[src/hw/tsif_cfg.svh]
// register offsets, field positions and reset values of the timer/serial flag block
// assumes a byte-addressed bus with one aligned 32-bit word per register
//
// How it works
// - flags set by events, write one clears
// - underflow flags at D7, D5, D3
// - compare match flags at D6, D4
// - transmit done flag at D2
// - receive done flag at D1
// - receive error flag at D0
// - control D7 picks width, D6-D4 zero
// - control D3 gates timer0 clock output
// - read/write enable register, transmit done enable at D2 like its flag
`ifndef TSIF_CFG_SVH
`define TSIF_CFG_SVH

// byte addresses of the registers
`define TSIF_STAT_ADDR 16'hff24
`define TSIF_FLAG_ADDR 16'hff28
`define TSIF_EN_ADDR 16'hff2c
`define TSIF_CTRL_ADDR 16'hff30

// flag and enable bit positions (same layout in status and enable)
`define TSIF_BYTE_UF_BIT 7
`define TSIF_W1_MATCH_BIT 6
`define TSIF_W1_UF_BIT 5
`define TSIF_W0_MATCH_BIT 4
`define TSIF_W0_UF_BIT 3
`define TSIF_TX_DONE_BIT 2
`define TSIF_RX_DONE_BIT 1
`define TSIF_RX_ERR_BIT 0

// control register fields
`define TSIF_CTRL_WIDTH_BIT 7
`define TSIF_CTRL_CLKOUT_BIT 3

// reset values
`define TSIF_FLAG_RST 8'h00
`define TSIF_EN_RST 8'h00
`define TSIF_STAT_RST 8'h00
`define TSIF_WIDTH_RST 1'h0
`define TSIF_CLKOUT_RST 1'h0

// bus answers
`define TSIF_RESP_OKAY 2'h0
`define TSIF_RESP_SLVERR 2'h2

`endif

[src/hw/tsif_pkg.sv]
// types of the timer/serial flag block
// assumes tsif_cfg.svh for the numbers
package tsif_pkg;

	// write channel progress, gray along idle -> address -> response
	typedef enum logic [1:0] {
		TSIF_WR_IDLE = 2'h0,
		TSIF_WR_HAVE_AW = 2'h1,
		TSIF_WR_RESP = 2'h3,
		TSIF_WR_HAVE_W = 2'h2
	} tsif_wr_state_t;

	typedef enum logic {
		TSIF_RD_IDLE = 1'h0,
		TSIF_RD_RESP = 1'h1
	} tsif_rd_state_t;

	// register selected by an address
	typedef enum logic [2:0] {
		TSIF_SEL_NONE = 3'h0,
		TSIF_SEL_FLAG = 3'h1,
		TSIF_SEL_EN = 3'h2,
		TSIF_SEL_STAT = 3'h3,
		TSIF_SEL_CTRL = 3'h4
	} tsif_sel_t;

	typedef struct packed {
		tsif_wr_state_t wr_state;
		tsif_rd_state_t rd_state;
		logic [15:0] aw_addr;
		logic [7:0] w_data;
		logic w_strb0;
		logic [1:0] bresp;
		logic [1:0] rresp;
		logic [31:0] rdata;
		logic timer_width_select;
		logic clk_out_enable;
		logic [7:0] irq_enable;
		logic [7:0] irq_status;
		logic clk_out;
	} tsif_state_t;

	typedef struct packed {
		logic [7:0] flags;
	} tsif_flag_state_t;

endpackage : tsif_pkg

[src/hw/tsif_flag_bank.sv]
// bank of interrupt factor flags, set by events and cleared by write-one
// assumes set and clear pulses come from logic on the same clock
`timescale 1ns/1ps
`include "tsif_cfg.svh"

module tsif_flag_bank import tsif_pkg::*; #(
	parameter int WIDTH = 8
) (
	input wire logic clk_in,
	input wire logic sys_rst_in,
	input wire logic [WIDTH-1:0] set_in,
	input wire logic [WIDTH-1:0] clr_in,
	output logic [WIDTH-1:0] flags_out
);

	tsif_flag_state_t st;
	tsif_flag_state_t next_st;
	logic [WIDTH-1:0] next_bits;

	// one flag per bit; a set in the clearing cycle wins
	genvar gi;
	generate
		for (gi = 0; gi < WIDTH; gi = gi + 1) begin : g_flag
			assign next_bits[gi] = set_in[gi] | (st.flags[gi] & ~clr_in[gi]);
		end
	endgenerate

	// next state copy
	always_comb begin
		next_st = st;
		next_st.flags = next_bits;
	end

	// state register, all flags read 0 after reset
	always_ff @(posedge clk_in) begin
		if (sys_rst_in) begin
			st.flags <= `TSIF_FLAG_RST;
		end else begin
			st <= next_st;
		end
	end

	assign flags_out = st.flags;

endmodule : tsif_flag_bank

[src/hw/tsif_top.sv]
// timer and serial interrupt factor flags with wide timer control byte
// assumes event pulses come from timer and serial logic on clk_in,
// and an AXI4-Lite master that keeps one write and one read in flight
//
// The implementer's own choice: register access over AXI4-Lite.
`timescale 1ns/1ps
`include "tsif_cfg.svh"

module tsif_top import tsif_pkg::*; (
	input wire logic clk_in,
	input wire logic sys_rst_in,
	// AXI4-Lite write address
	input wire logic s_axi_awvalid_in,
	output logic s_axi_awready_out,
	input wire logic [15:0] s_axi_awaddr_in,
	input wire logic [2:0] s_axi_awprot_in,
	// AXI4-Lite write data
	input wire logic s_axi_wvalid_in,
	output logic s_axi_wready_out,
	input wire logic [31:0] s_axi_wdata_in,
	input wire logic [3:0] s_axi_wstrb_in,
	// AXI4-Lite write response
	output logic s_axi_bvalid_out,
	input wire logic s_axi_bready_in,
	output logic [1:0] s_axi_bresp_out,
	// AXI4-Lite read address
	input wire logic s_axi_arvalid_in,
	output logic s_axi_arready_out,
	input wire logic [15:0] s_axi_araddr_in,
	input wire logic [2:0] s_axi_arprot_in,
	// AXI4-Lite read data
	output logic s_axi_rvalid_out,
	input wire logic s_axi_rready_in,
	output logic [31:0] s_axi_rdata_out,
	output logic [1:0] s_axi_rresp_out,
	// event pulses from the timers
	input wire logic byte_timer_underflow_in,
	input wire logic wide_timer1_match_in,
	input wire logic wide_timer1_underflow_in,
	input wire logic wide_timer0_match_in,
	input wire logic wide_timer0_underflow_in,
	// event pulses from the serial interface
	input wire logic serial_tx_done_in,
	input wire logic serial_rx_done_in,
	input wire logic serial_rx_error_in,
	// timer 0 output clock source
	input wire logic wide_timer0_tick_in,
	// controls toward the timers
	output logic timer_width_select_out,
	output logic wide_timer0_clk_out,
	// interrupt requests
	output logic [7:0] irq_req_out,
	output logic irq_out
);

	tsif_state_t st;
	tsif_state_t next_st;

	// flag bank wiring
	logic [7:0] event_vec;
	logic [7:0] flag_clr;
	logic [7:0] flags;

	// handshake terms
	logic aw_fire;
	logic w_fire;
	logic ar_fire;
	logic have_aw;
	logic have_w;
	logic wr_go;
	logic [15:0] wr_addr;
	logic [7:0] wr_data;
	logic wr_strb0;
	tsif_sel_t wr_sel;
	tsif_sel_t rd_sel;
	logic [7:0] rd_clr;

	// map an address onto a register; low two bits ignored
	function automatic tsif_sel_t tsif_decode(input logic [15:0] addr);
		logic [15:0] word;
		word = {addr[15:2], 2'h0};
		case (word)
			`TSIF_FLAG_ADDR: tsif_decode = TSIF_SEL_FLAG;
			`TSIF_EN_ADDR: tsif_decode = TSIF_SEL_EN;
			`TSIF_STAT_ADDR: tsif_decode = TSIF_SEL_STAT;
			`TSIF_CTRL_ADDR: tsif_decode = TSIF_SEL_CTRL;
			default: tsif_decode = TSIF_SEL_NONE;
		endcase
	endfunction : tsif_decode

	// gather event pulses in flag layout
	always_comb begin
		event_vec = 8'h00;
		event_vec[`TSIF_BYTE_UF_BIT] = byte_timer_underflow_in;
		event_vec[`TSIF_W1_UF_BIT] = wide_timer1_underflow_in;
		event_vec[`TSIF_W0_UF_BIT] = wide_timer0_underflow_in;
		event_vec[`TSIF_W1_MATCH_BIT] = wide_timer1_match_in;
		event_vec[`TSIF_W0_MATCH_BIT] = wide_timer0_match_in;
		event_vec[`TSIF_TX_DONE_BIT] = serial_tx_done_in;
		event_vec[`TSIF_RX_DONE_BIT] = serial_rx_done_in;
		event_vec[`TSIF_RX_ERR_BIT] = serial_rx_error_in;
	end

	// channel readiness follows the write and read states
	assign s_axi_awready_out = (st.wr_state == TSIF_WR_IDLE) ||
		(st.wr_state == TSIF_WR_HAVE_W);
	assign s_axi_wready_out = (st.wr_state == TSIF_WR_IDLE) ||
		(st.wr_state == TSIF_WR_HAVE_AW);
	assign s_axi_bvalid_out = (st.wr_state == TSIF_WR_RESP);
	assign s_axi_arready_out = (st.rd_state == TSIF_RD_IDLE);
	assign s_axi_rvalid_out = (st.rd_state == TSIF_RD_RESP);

	// channel transfers this cycle
	assign aw_fire = s_axi_awvalid_in && s_axi_awready_out;
	assign w_fire = s_axi_wvalid_in && s_axi_wready_out;
	assign ar_fire = s_axi_arvalid_in && s_axi_arready_out;

	// address and data either arrive now or were held earlier
	assign have_aw = aw_fire || (st.wr_state == TSIF_WR_HAVE_AW);
	assign have_w = w_fire || (st.wr_state == TSIF_WR_HAVE_W);
	assign wr_go = have_aw && have_w;
	assign wr_addr = aw_fire ? s_axi_awaddr_in : st.aw_addr;
	assign wr_data = w_fire ? s_axi_wdata_in[7:0] : st.w_data;
	assign wr_strb0 = w_fire ? s_axi_wstrb_in[0] : st.w_strb0;
	assign wr_sel = tsif_decode(wr_addr);
	assign rd_sel = tsif_decode(s_axi_araddr_in);

	// write-one clear toward the flag bank; a zero bit leaves its flag alone
	always_comb begin
		flag_clr = 8'h00;
		if (wr_go && wr_strb0 && (wr_sel == TSIF_SEL_FLAG)) begin
			flag_clr = wr_data;
		end
	end

	// reading the status register empties it
	assign rd_clr = (ar_fire && (rd_sel == TSIF_SEL_STAT)) ? 8'hff : 8'h00;

	// interrupt factor flags
	tsif_flag_bank #(
		.WIDTH(8)
	) u_flags (
		.clk_in(clk_in),
		.sys_rst_in(sys_rst_in),
		.set_in(event_vec),
		.clr_in(flag_clr),
		.flags_out(flags)
	);

	// next state of bus, control and interrupt logic
	always_comb begin
		next_st = st;

		// write channel progress
		case (st.wr_state)
			TSIF_WR_IDLE: begin
				if (wr_go) begin
					next_st.wr_state = TSIF_WR_RESP;
				end else if (aw_fire) begin
					next_st.wr_state = TSIF_WR_HAVE_AW;
				end else if (w_fire) begin
					next_st.wr_state = TSIF_WR_HAVE_W;
				end
			end
			TSIF_WR_HAVE_AW: begin
				if (wr_go) begin
					next_st.wr_state = TSIF_WR_RESP;
				end
			end
			TSIF_WR_HAVE_W: begin
				if (wr_go) begin
					next_st.wr_state = TSIF_WR_RESP;
				end
			end
			TSIF_WR_RESP: begin
				if (s_axi_bready_in) begin
					next_st.wr_state = TSIF_WR_IDLE;
				end
			end
			default: begin
				next_st.wr_state = TSIF_WR_IDLE;
			end
		endcase

		// hold the half of a write that came first
		if (aw_fire) begin
			next_st.aw_addr = s_axi_awaddr_in;
		end
		if (w_fire) begin
			next_st.w_data = s_axi_wdata_in[7:0];
			next_st.w_strb0 = s_axi_wstrb_in[0];
		end

		// register writes once both halves are here
		if (wr_go) begin
			next_st.bresp = (wr_sel == TSIF_SEL_NONE) ? `TSIF_RESP_SLVERR : `TSIF_RESP_OKAY;
			if (wr_strb0) begin
				case (wr_sel)
					TSIF_SEL_EN: begin
						next_st.irq_enable = wr_data;
					end
					TSIF_SEL_CTRL: begin
						next_st.timer_width_select = wr_data[`TSIF_CTRL_WIDTH_BIT];
						next_st.clk_out_enable = wr_data[`TSIF_CTRL_CLKOUT_BIT];
					end
					default: begin
						next_st.irq_enable = st.irq_enable;
					end
				endcase
			end
		end

		// read channel progress and data capture
		case (st.rd_state)
			TSIF_RD_IDLE: begin
				if (ar_fire) begin
					next_st.rd_state = TSIF_RD_RESP;
					next_st.rresp = `TSIF_RESP_OKAY;
					next_st.rdata = 32'h0000_0000;
					case (rd_sel)
						TSIF_SEL_FLAG: begin
							// flags read as set or not
							next_st.rdata[7:0] = flags;
						end
						TSIF_SEL_EN: begin
							next_st.rdata[7:0] = st.irq_enable;
						end
						TSIF_SEL_STAT: begin
							next_st.rdata[7:0] = st.irq_status;
						end
						TSIF_SEL_CTRL: begin
							next_st.rdata[`TSIF_CTRL_WIDTH_BIT] = st.timer_width_select;
							next_st.rdata[`TSIF_CTRL_CLKOUT_BIT] = st.clk_out_enable;
						end
						default: begin
							next_st.rresp = `TSIF_RESP_SLVERR;
						end
					endcase
				end
			end
			TSIF_RD_RESP: begin
				if (s_axi_rready_in) begin
					next_st.rd_state = TSIF_RD_IDLE;
				end
			end
			default: begin
				next_st.rd_state = TSIF_RD_IDLE;
			end
		endcase

		// sticky status, cleared by read; a new event wins the clear
		next_st.irq_status = (st.irq_status & ~rd_clr) | event_vec;

		next_st.clk_out = st.clk_out_enable & wide_timer0_tick_in;
	end

	// state register
	always_ff @(posedge clk_in) begin
		if (sys_rst_in) begin
			st.wr_state <= TSIF_WR_IDLE;
			st.rd_state <= TSIF_RD_IDLE;
			st.aw_addr <= 16'h0000;
			st.w_data <= 8'h00;
			st.w_strb0 <= 1'h0;
			st.bresp <= `TSIF_RESP_OKAY;
			st.rresp <= `TSIF_RESP_OKAY;
			st.rdata <= 32'h0000_0000;
			st.timer_width_select <= `TSIF_WIDTH_RST;
			st.clk_out_enable <= `TSIF_CLKOUT_RST;
			st.irq_enable <= `TSIF_EN_RST;
			st.irq_status <= `TSIF_STAT_RST;
			st.clk_out <= 1'h0;
		end else begin
			st <= next_st;
		end
	end

	// registered answers and controls
	assign s_axi_bresp_out = st.bresp;
	assign s_axi_rresp_out = st.rresp;
	assign s_axi_rdata_out = st.rdata;
	assign timer_width_select_out = st.timer_width_select;
	assign wide_timer0_clk_out = st.clk_out;

	assign irq_req_out = flags & st.irq_enable;

	// summary line from the read-cleared status under the same mask
	assign irq_out = |(st.irq_status & st.irq_enable);

endmodule : tsif_top

[config.mk]
export PLATFORM = sky130hd
export DESIGN_NAME = tsif_top
export DESIGN_NICKNAME = d
export VERILOG_FILES = /design/src/hw/tsif_pkg.sv /design/src/hw/tsif_flag_bank.sv /design/src/hw/tsif_top.sv
export VERILOG_INCLUDE_DIRS = /design/src /design/src/hw
export SDC_FILE = /design/constraint.sdc
export NUM_CORES = 1
export LEC_CHECK = 0
export ABC_AREA = 1
export BUFFER_PORTS_ARGS = -buffer_cell sky130_fd_sc_hd__buf_4
export CAP_MARGIN = 20
export CORE_UTILIZATION = 44
export DETAILED_ROUTE_END_ITERATION = 8
export PLACE_DENSITY_LB_ADDON = 0.08
export SLEW_MARGIN = 10
export SYNTH_ARGS = -nofsm -noshare
export SYNTH_HDL_FRONTEND = slang
export SYNTH_SLANG_ARGS = --single-unit
[constraint.sdc]
create_clock -name clk_in -period 1.9 [get_ports clk_in]
set_input_delay 0.38 -clock clk_in [delete_from_list [all_inputs] [get_ports clk_in]]
set_output_delay 0.38 -clock clk_in [all_outputs]
set_load 0.05 [all_outputs]
==> flow_summary.yaml <==
power_and_ir_drop:
  switching_share_pct: 37.0
  combPwrFrac_pct: 45.0
  p_leak_nw: 2.30
  p_per_area_nw_per_um2: 1140
  ir_drop_v: 0.000480
  power.total_mw: 5.41
  p_clk_share_pct: 25.9
  p_seq_share_pct: 29.1
  p_int_mw: 3.41
  p_sw_mw: 2.00
timing:
  finalSetupViolations: 19
  setup_slack_ns: -0.105
  maxSlewViolCount: 0
  period_minus_slack_ns: 2.00
  fin_crit_sh_pct: 106
  fmax_mhz: 499
  hold_violations: 0
  skew_ns: 0.00518
  tns_ns: -1.43
  rsz0062_at_grt: "yes"
routing:
  routedWlPerCell_um: 12.1
  vias: 3391
  drcViolationCount: 0
  vias_per_cell: 4.87
  drt-total-wl_mm: 8.45
  final_antenna_net_count: 0
  dr.first_iter.drc_count: 129
  first_pass_iters: 5
yosys:
  synth_ff_type: "dfxtp_1"
  post-synth-top-count-cell: "nand2_1"
  yosys.area.top_type: "dfxtp_1"
  yosys_warnings: 0
  synth_edf_count: 0
  synth.top_cell.area_share_pct: 36.9
  synth_cells: 485
  synthDistinctLibCells: 33
  synth_area_leaders: "dfxtp_1 37%, nand2_1 12%, buf_4 8.3%"
  yosys-top-cells-count: "108 x nand2_1, 63 x dfxtp_1, 54 x inv_1, 50 x nand3_1, 41 x nor2_1"
  synth_area_um2: 3420
  ys_ff_latch: 63
  avgSynthCellArea_um2: 7.05
  synth-async-reset-ratio_pct: 0
  ys_seq_area_share_pct: 36.9
floorplanning:
  core_um2: 7370
  start_util_pct: 46.4
  die_y_um: 90.2
  dieArea_um2: 8130
  num_rows: 31
  io_pins: 142
  die_x_um: 90.2
cts:
  clkLatencyLatePin_ns: 0.34
  cts_buffer_depth: 2
  htreeDepth: 3
  numClockSinks: 63
  cts_made_buffers: 9
  root_buffer: "clkbuf_8"
  cts_tree: "built"
  cts.clk_slew.worst_paths_ns: 0.07
critical_path:
  critical_path.slowest_cell: "dfxtp_4"
  arrival_ns: 2.21
  cp-startpoint: "st[82]"
  reg2reg_from: "st[82]"
  crit_fanout: 8
  crit_top_cell: "nand2_1"
  critPathRequiredTime_ns: 2.11
  start_kind: "flop"
  cpPeakStageDelay_ns: 0.37
  cp-end-kind: "flop"
  critical_path_class: "flop to flop"
  crit_chain: "inv_4 > ha_4 > o21ai_4 > buf_6 > nand2_1 > nand2_2 > nor2_4 > nand3_4 > buf_12 > nor2_8 > nand2_4 > nand2_1 > a21oi_1"
layout:
  fillers: 680
  stdcell_count: 696
  layout.nets: 687
  drive_gt1_share_pct: 35.5
  n_antenna_cell: 0
  stdcell_area_um2: 4740
  syn_to_final_growth_pct: 38.7
run_status:
  outcome: "finished with violations"
  violations: "negative setup slack"
global_routing:
  grt_max_degree: 34
  antenna_found_initial: 0
  grt_pass1_vias: 3156
  gr-total-overflow: 0
  grt_pass1_wl_mm: 13.8
  grt_use_total_pct: 20.7
placed_design:
  place_area_um2: 4130
  dpl.hpwl_mm: 5.85
  dp.cells: 664
  io_buffers: 78
  gp_congestion: 0.874
hold_path:
  min_from: "wide_timer0_tick_in"
  hp-class: "primary input to flop"
run:
  drv_cap: 0
==> cell type report <==
cell class	instances	area [um^2]	share of cell area (%)
flip-flops and latches	63	1270	26.7
repair buffers	122	981	20.7
multi-input cells	338	1900	40.1
inverters	58	230	4.85
well taps	99	124	2.61
clock inverters	2	60.1	1.27
clock buffers	14	183	3.85
==> per-stage QoR <==
step	setup slack, ns	hold WS (ns)	util, %
2_1_floorplan	0.00278	0.423	-
3_3_place_gp	-0.196	0.449	56.0
3_5_place_dp	-0.216	0.453	56.0
4_1_cts	-0.0312	0.261	62.6
5_1_grt	-0.185	0.261	64.4
6_report	-0.105	0.264	64.4
==> what timing repair did <==
item	4_1_cts	5_1_grt
pin swaps	13	17
endpoints found under the setup margin	23	25
endpoints found under the hold margin	0	0
setup buffers	9	5
gates cloned	3	0
hold buffers	0	0
resized for setup	33	27
==> state kept, by name (all words and copies together), names as in the netlist <==
name,flops
s_axi_rvalid_out,1
u_flags.flags_out,8
wide_timer0_clk_out,1
s_axi_rdata_out,8
st,42
timer_width_select_out,1
s_axi_bresp_out,1
s_axi_rresp_out,1
==> metal layers <==
| layer | up-vias | routed length (um) | global-route usage, % |
|---|---|---|---|
| met5 | - | 0 | 0 |
| met4 | 0 | 111 | 6.18 |
| met3 | 9 | 347 | 4.48 |
| met2 | 85 | 4120 | 34.9 |
| met1 | 1606 | 3860 | 26.5 |
| li1 | 1691 | - | - |
==> power groups by stage <==
stage | Combinational (mW) | Clock [mW] | Sequential, mW
after floorplan | 1.40 | 0 | 1.57
after global placement | 1.84 | 0 | 1.58
after detailed placement | 1.88 | 0 | 1.58
after CTS | 2.24 | 1.41 | 1.57
after global routing | 2.63 | 1.49 | 1.59
final | 2.43 | 1.40 | 1.57
==> layout by cell type, fill, tap and decap left out, types with 5 or more instances in the layout <==
cell,instances
nand4_1,5
or2_2,8
conb_1,26
buf_4,114
o21ai_0,5
nand3_2,8
clkbuf_8,13
inv_1,50
a21oi_1,39
nand2_4,6
o21a_1,9
nor2_4,7
dfxtp_1,61
nor2_1,39
nand3_1,44
nand3b_1,8
nand2_1,89
nand2_2,21
==> worst max-delay path, delay by kind of cell, from the launching register on <==
family,cells,cell delay [ns]
AND/OR/NAND/NOR,7,0.74
buffers and inverters,3,0.39
flip-flops,1,0.37
adder cells (fa/ha/maj),1,0.21
AO/OA/AOI/OAI,2,0.16
==> kinds of logic (layout without fill, tap and decap cells) <==
logic type / Yosys count / count (layout) / synth area share (%)
AOI/OAI and AO/OA: 62 / 63 / 10.6
adders and majority gates: 5 / 5 / 1.83
buffers and inverters: 112 / 196 / 17.2
DFF: 63 / 63 / 36.9
muxes: 1 / 1 / 0.293
other: 1 / 26 / 0.110
and+or+nand+nor: 241 / 243 / 33.1
==> worst paths after layout <==
kind,to,slack [ns],depth (start not counted)
max reg2reg,st[16],-0.10,13
max,st[16],-0.10,13
min,wide_timer0_clk_out,0.26,3
min reg2reg,wide_timer0_clk_out,0.47,2
(Power assumes the default switching activity.)
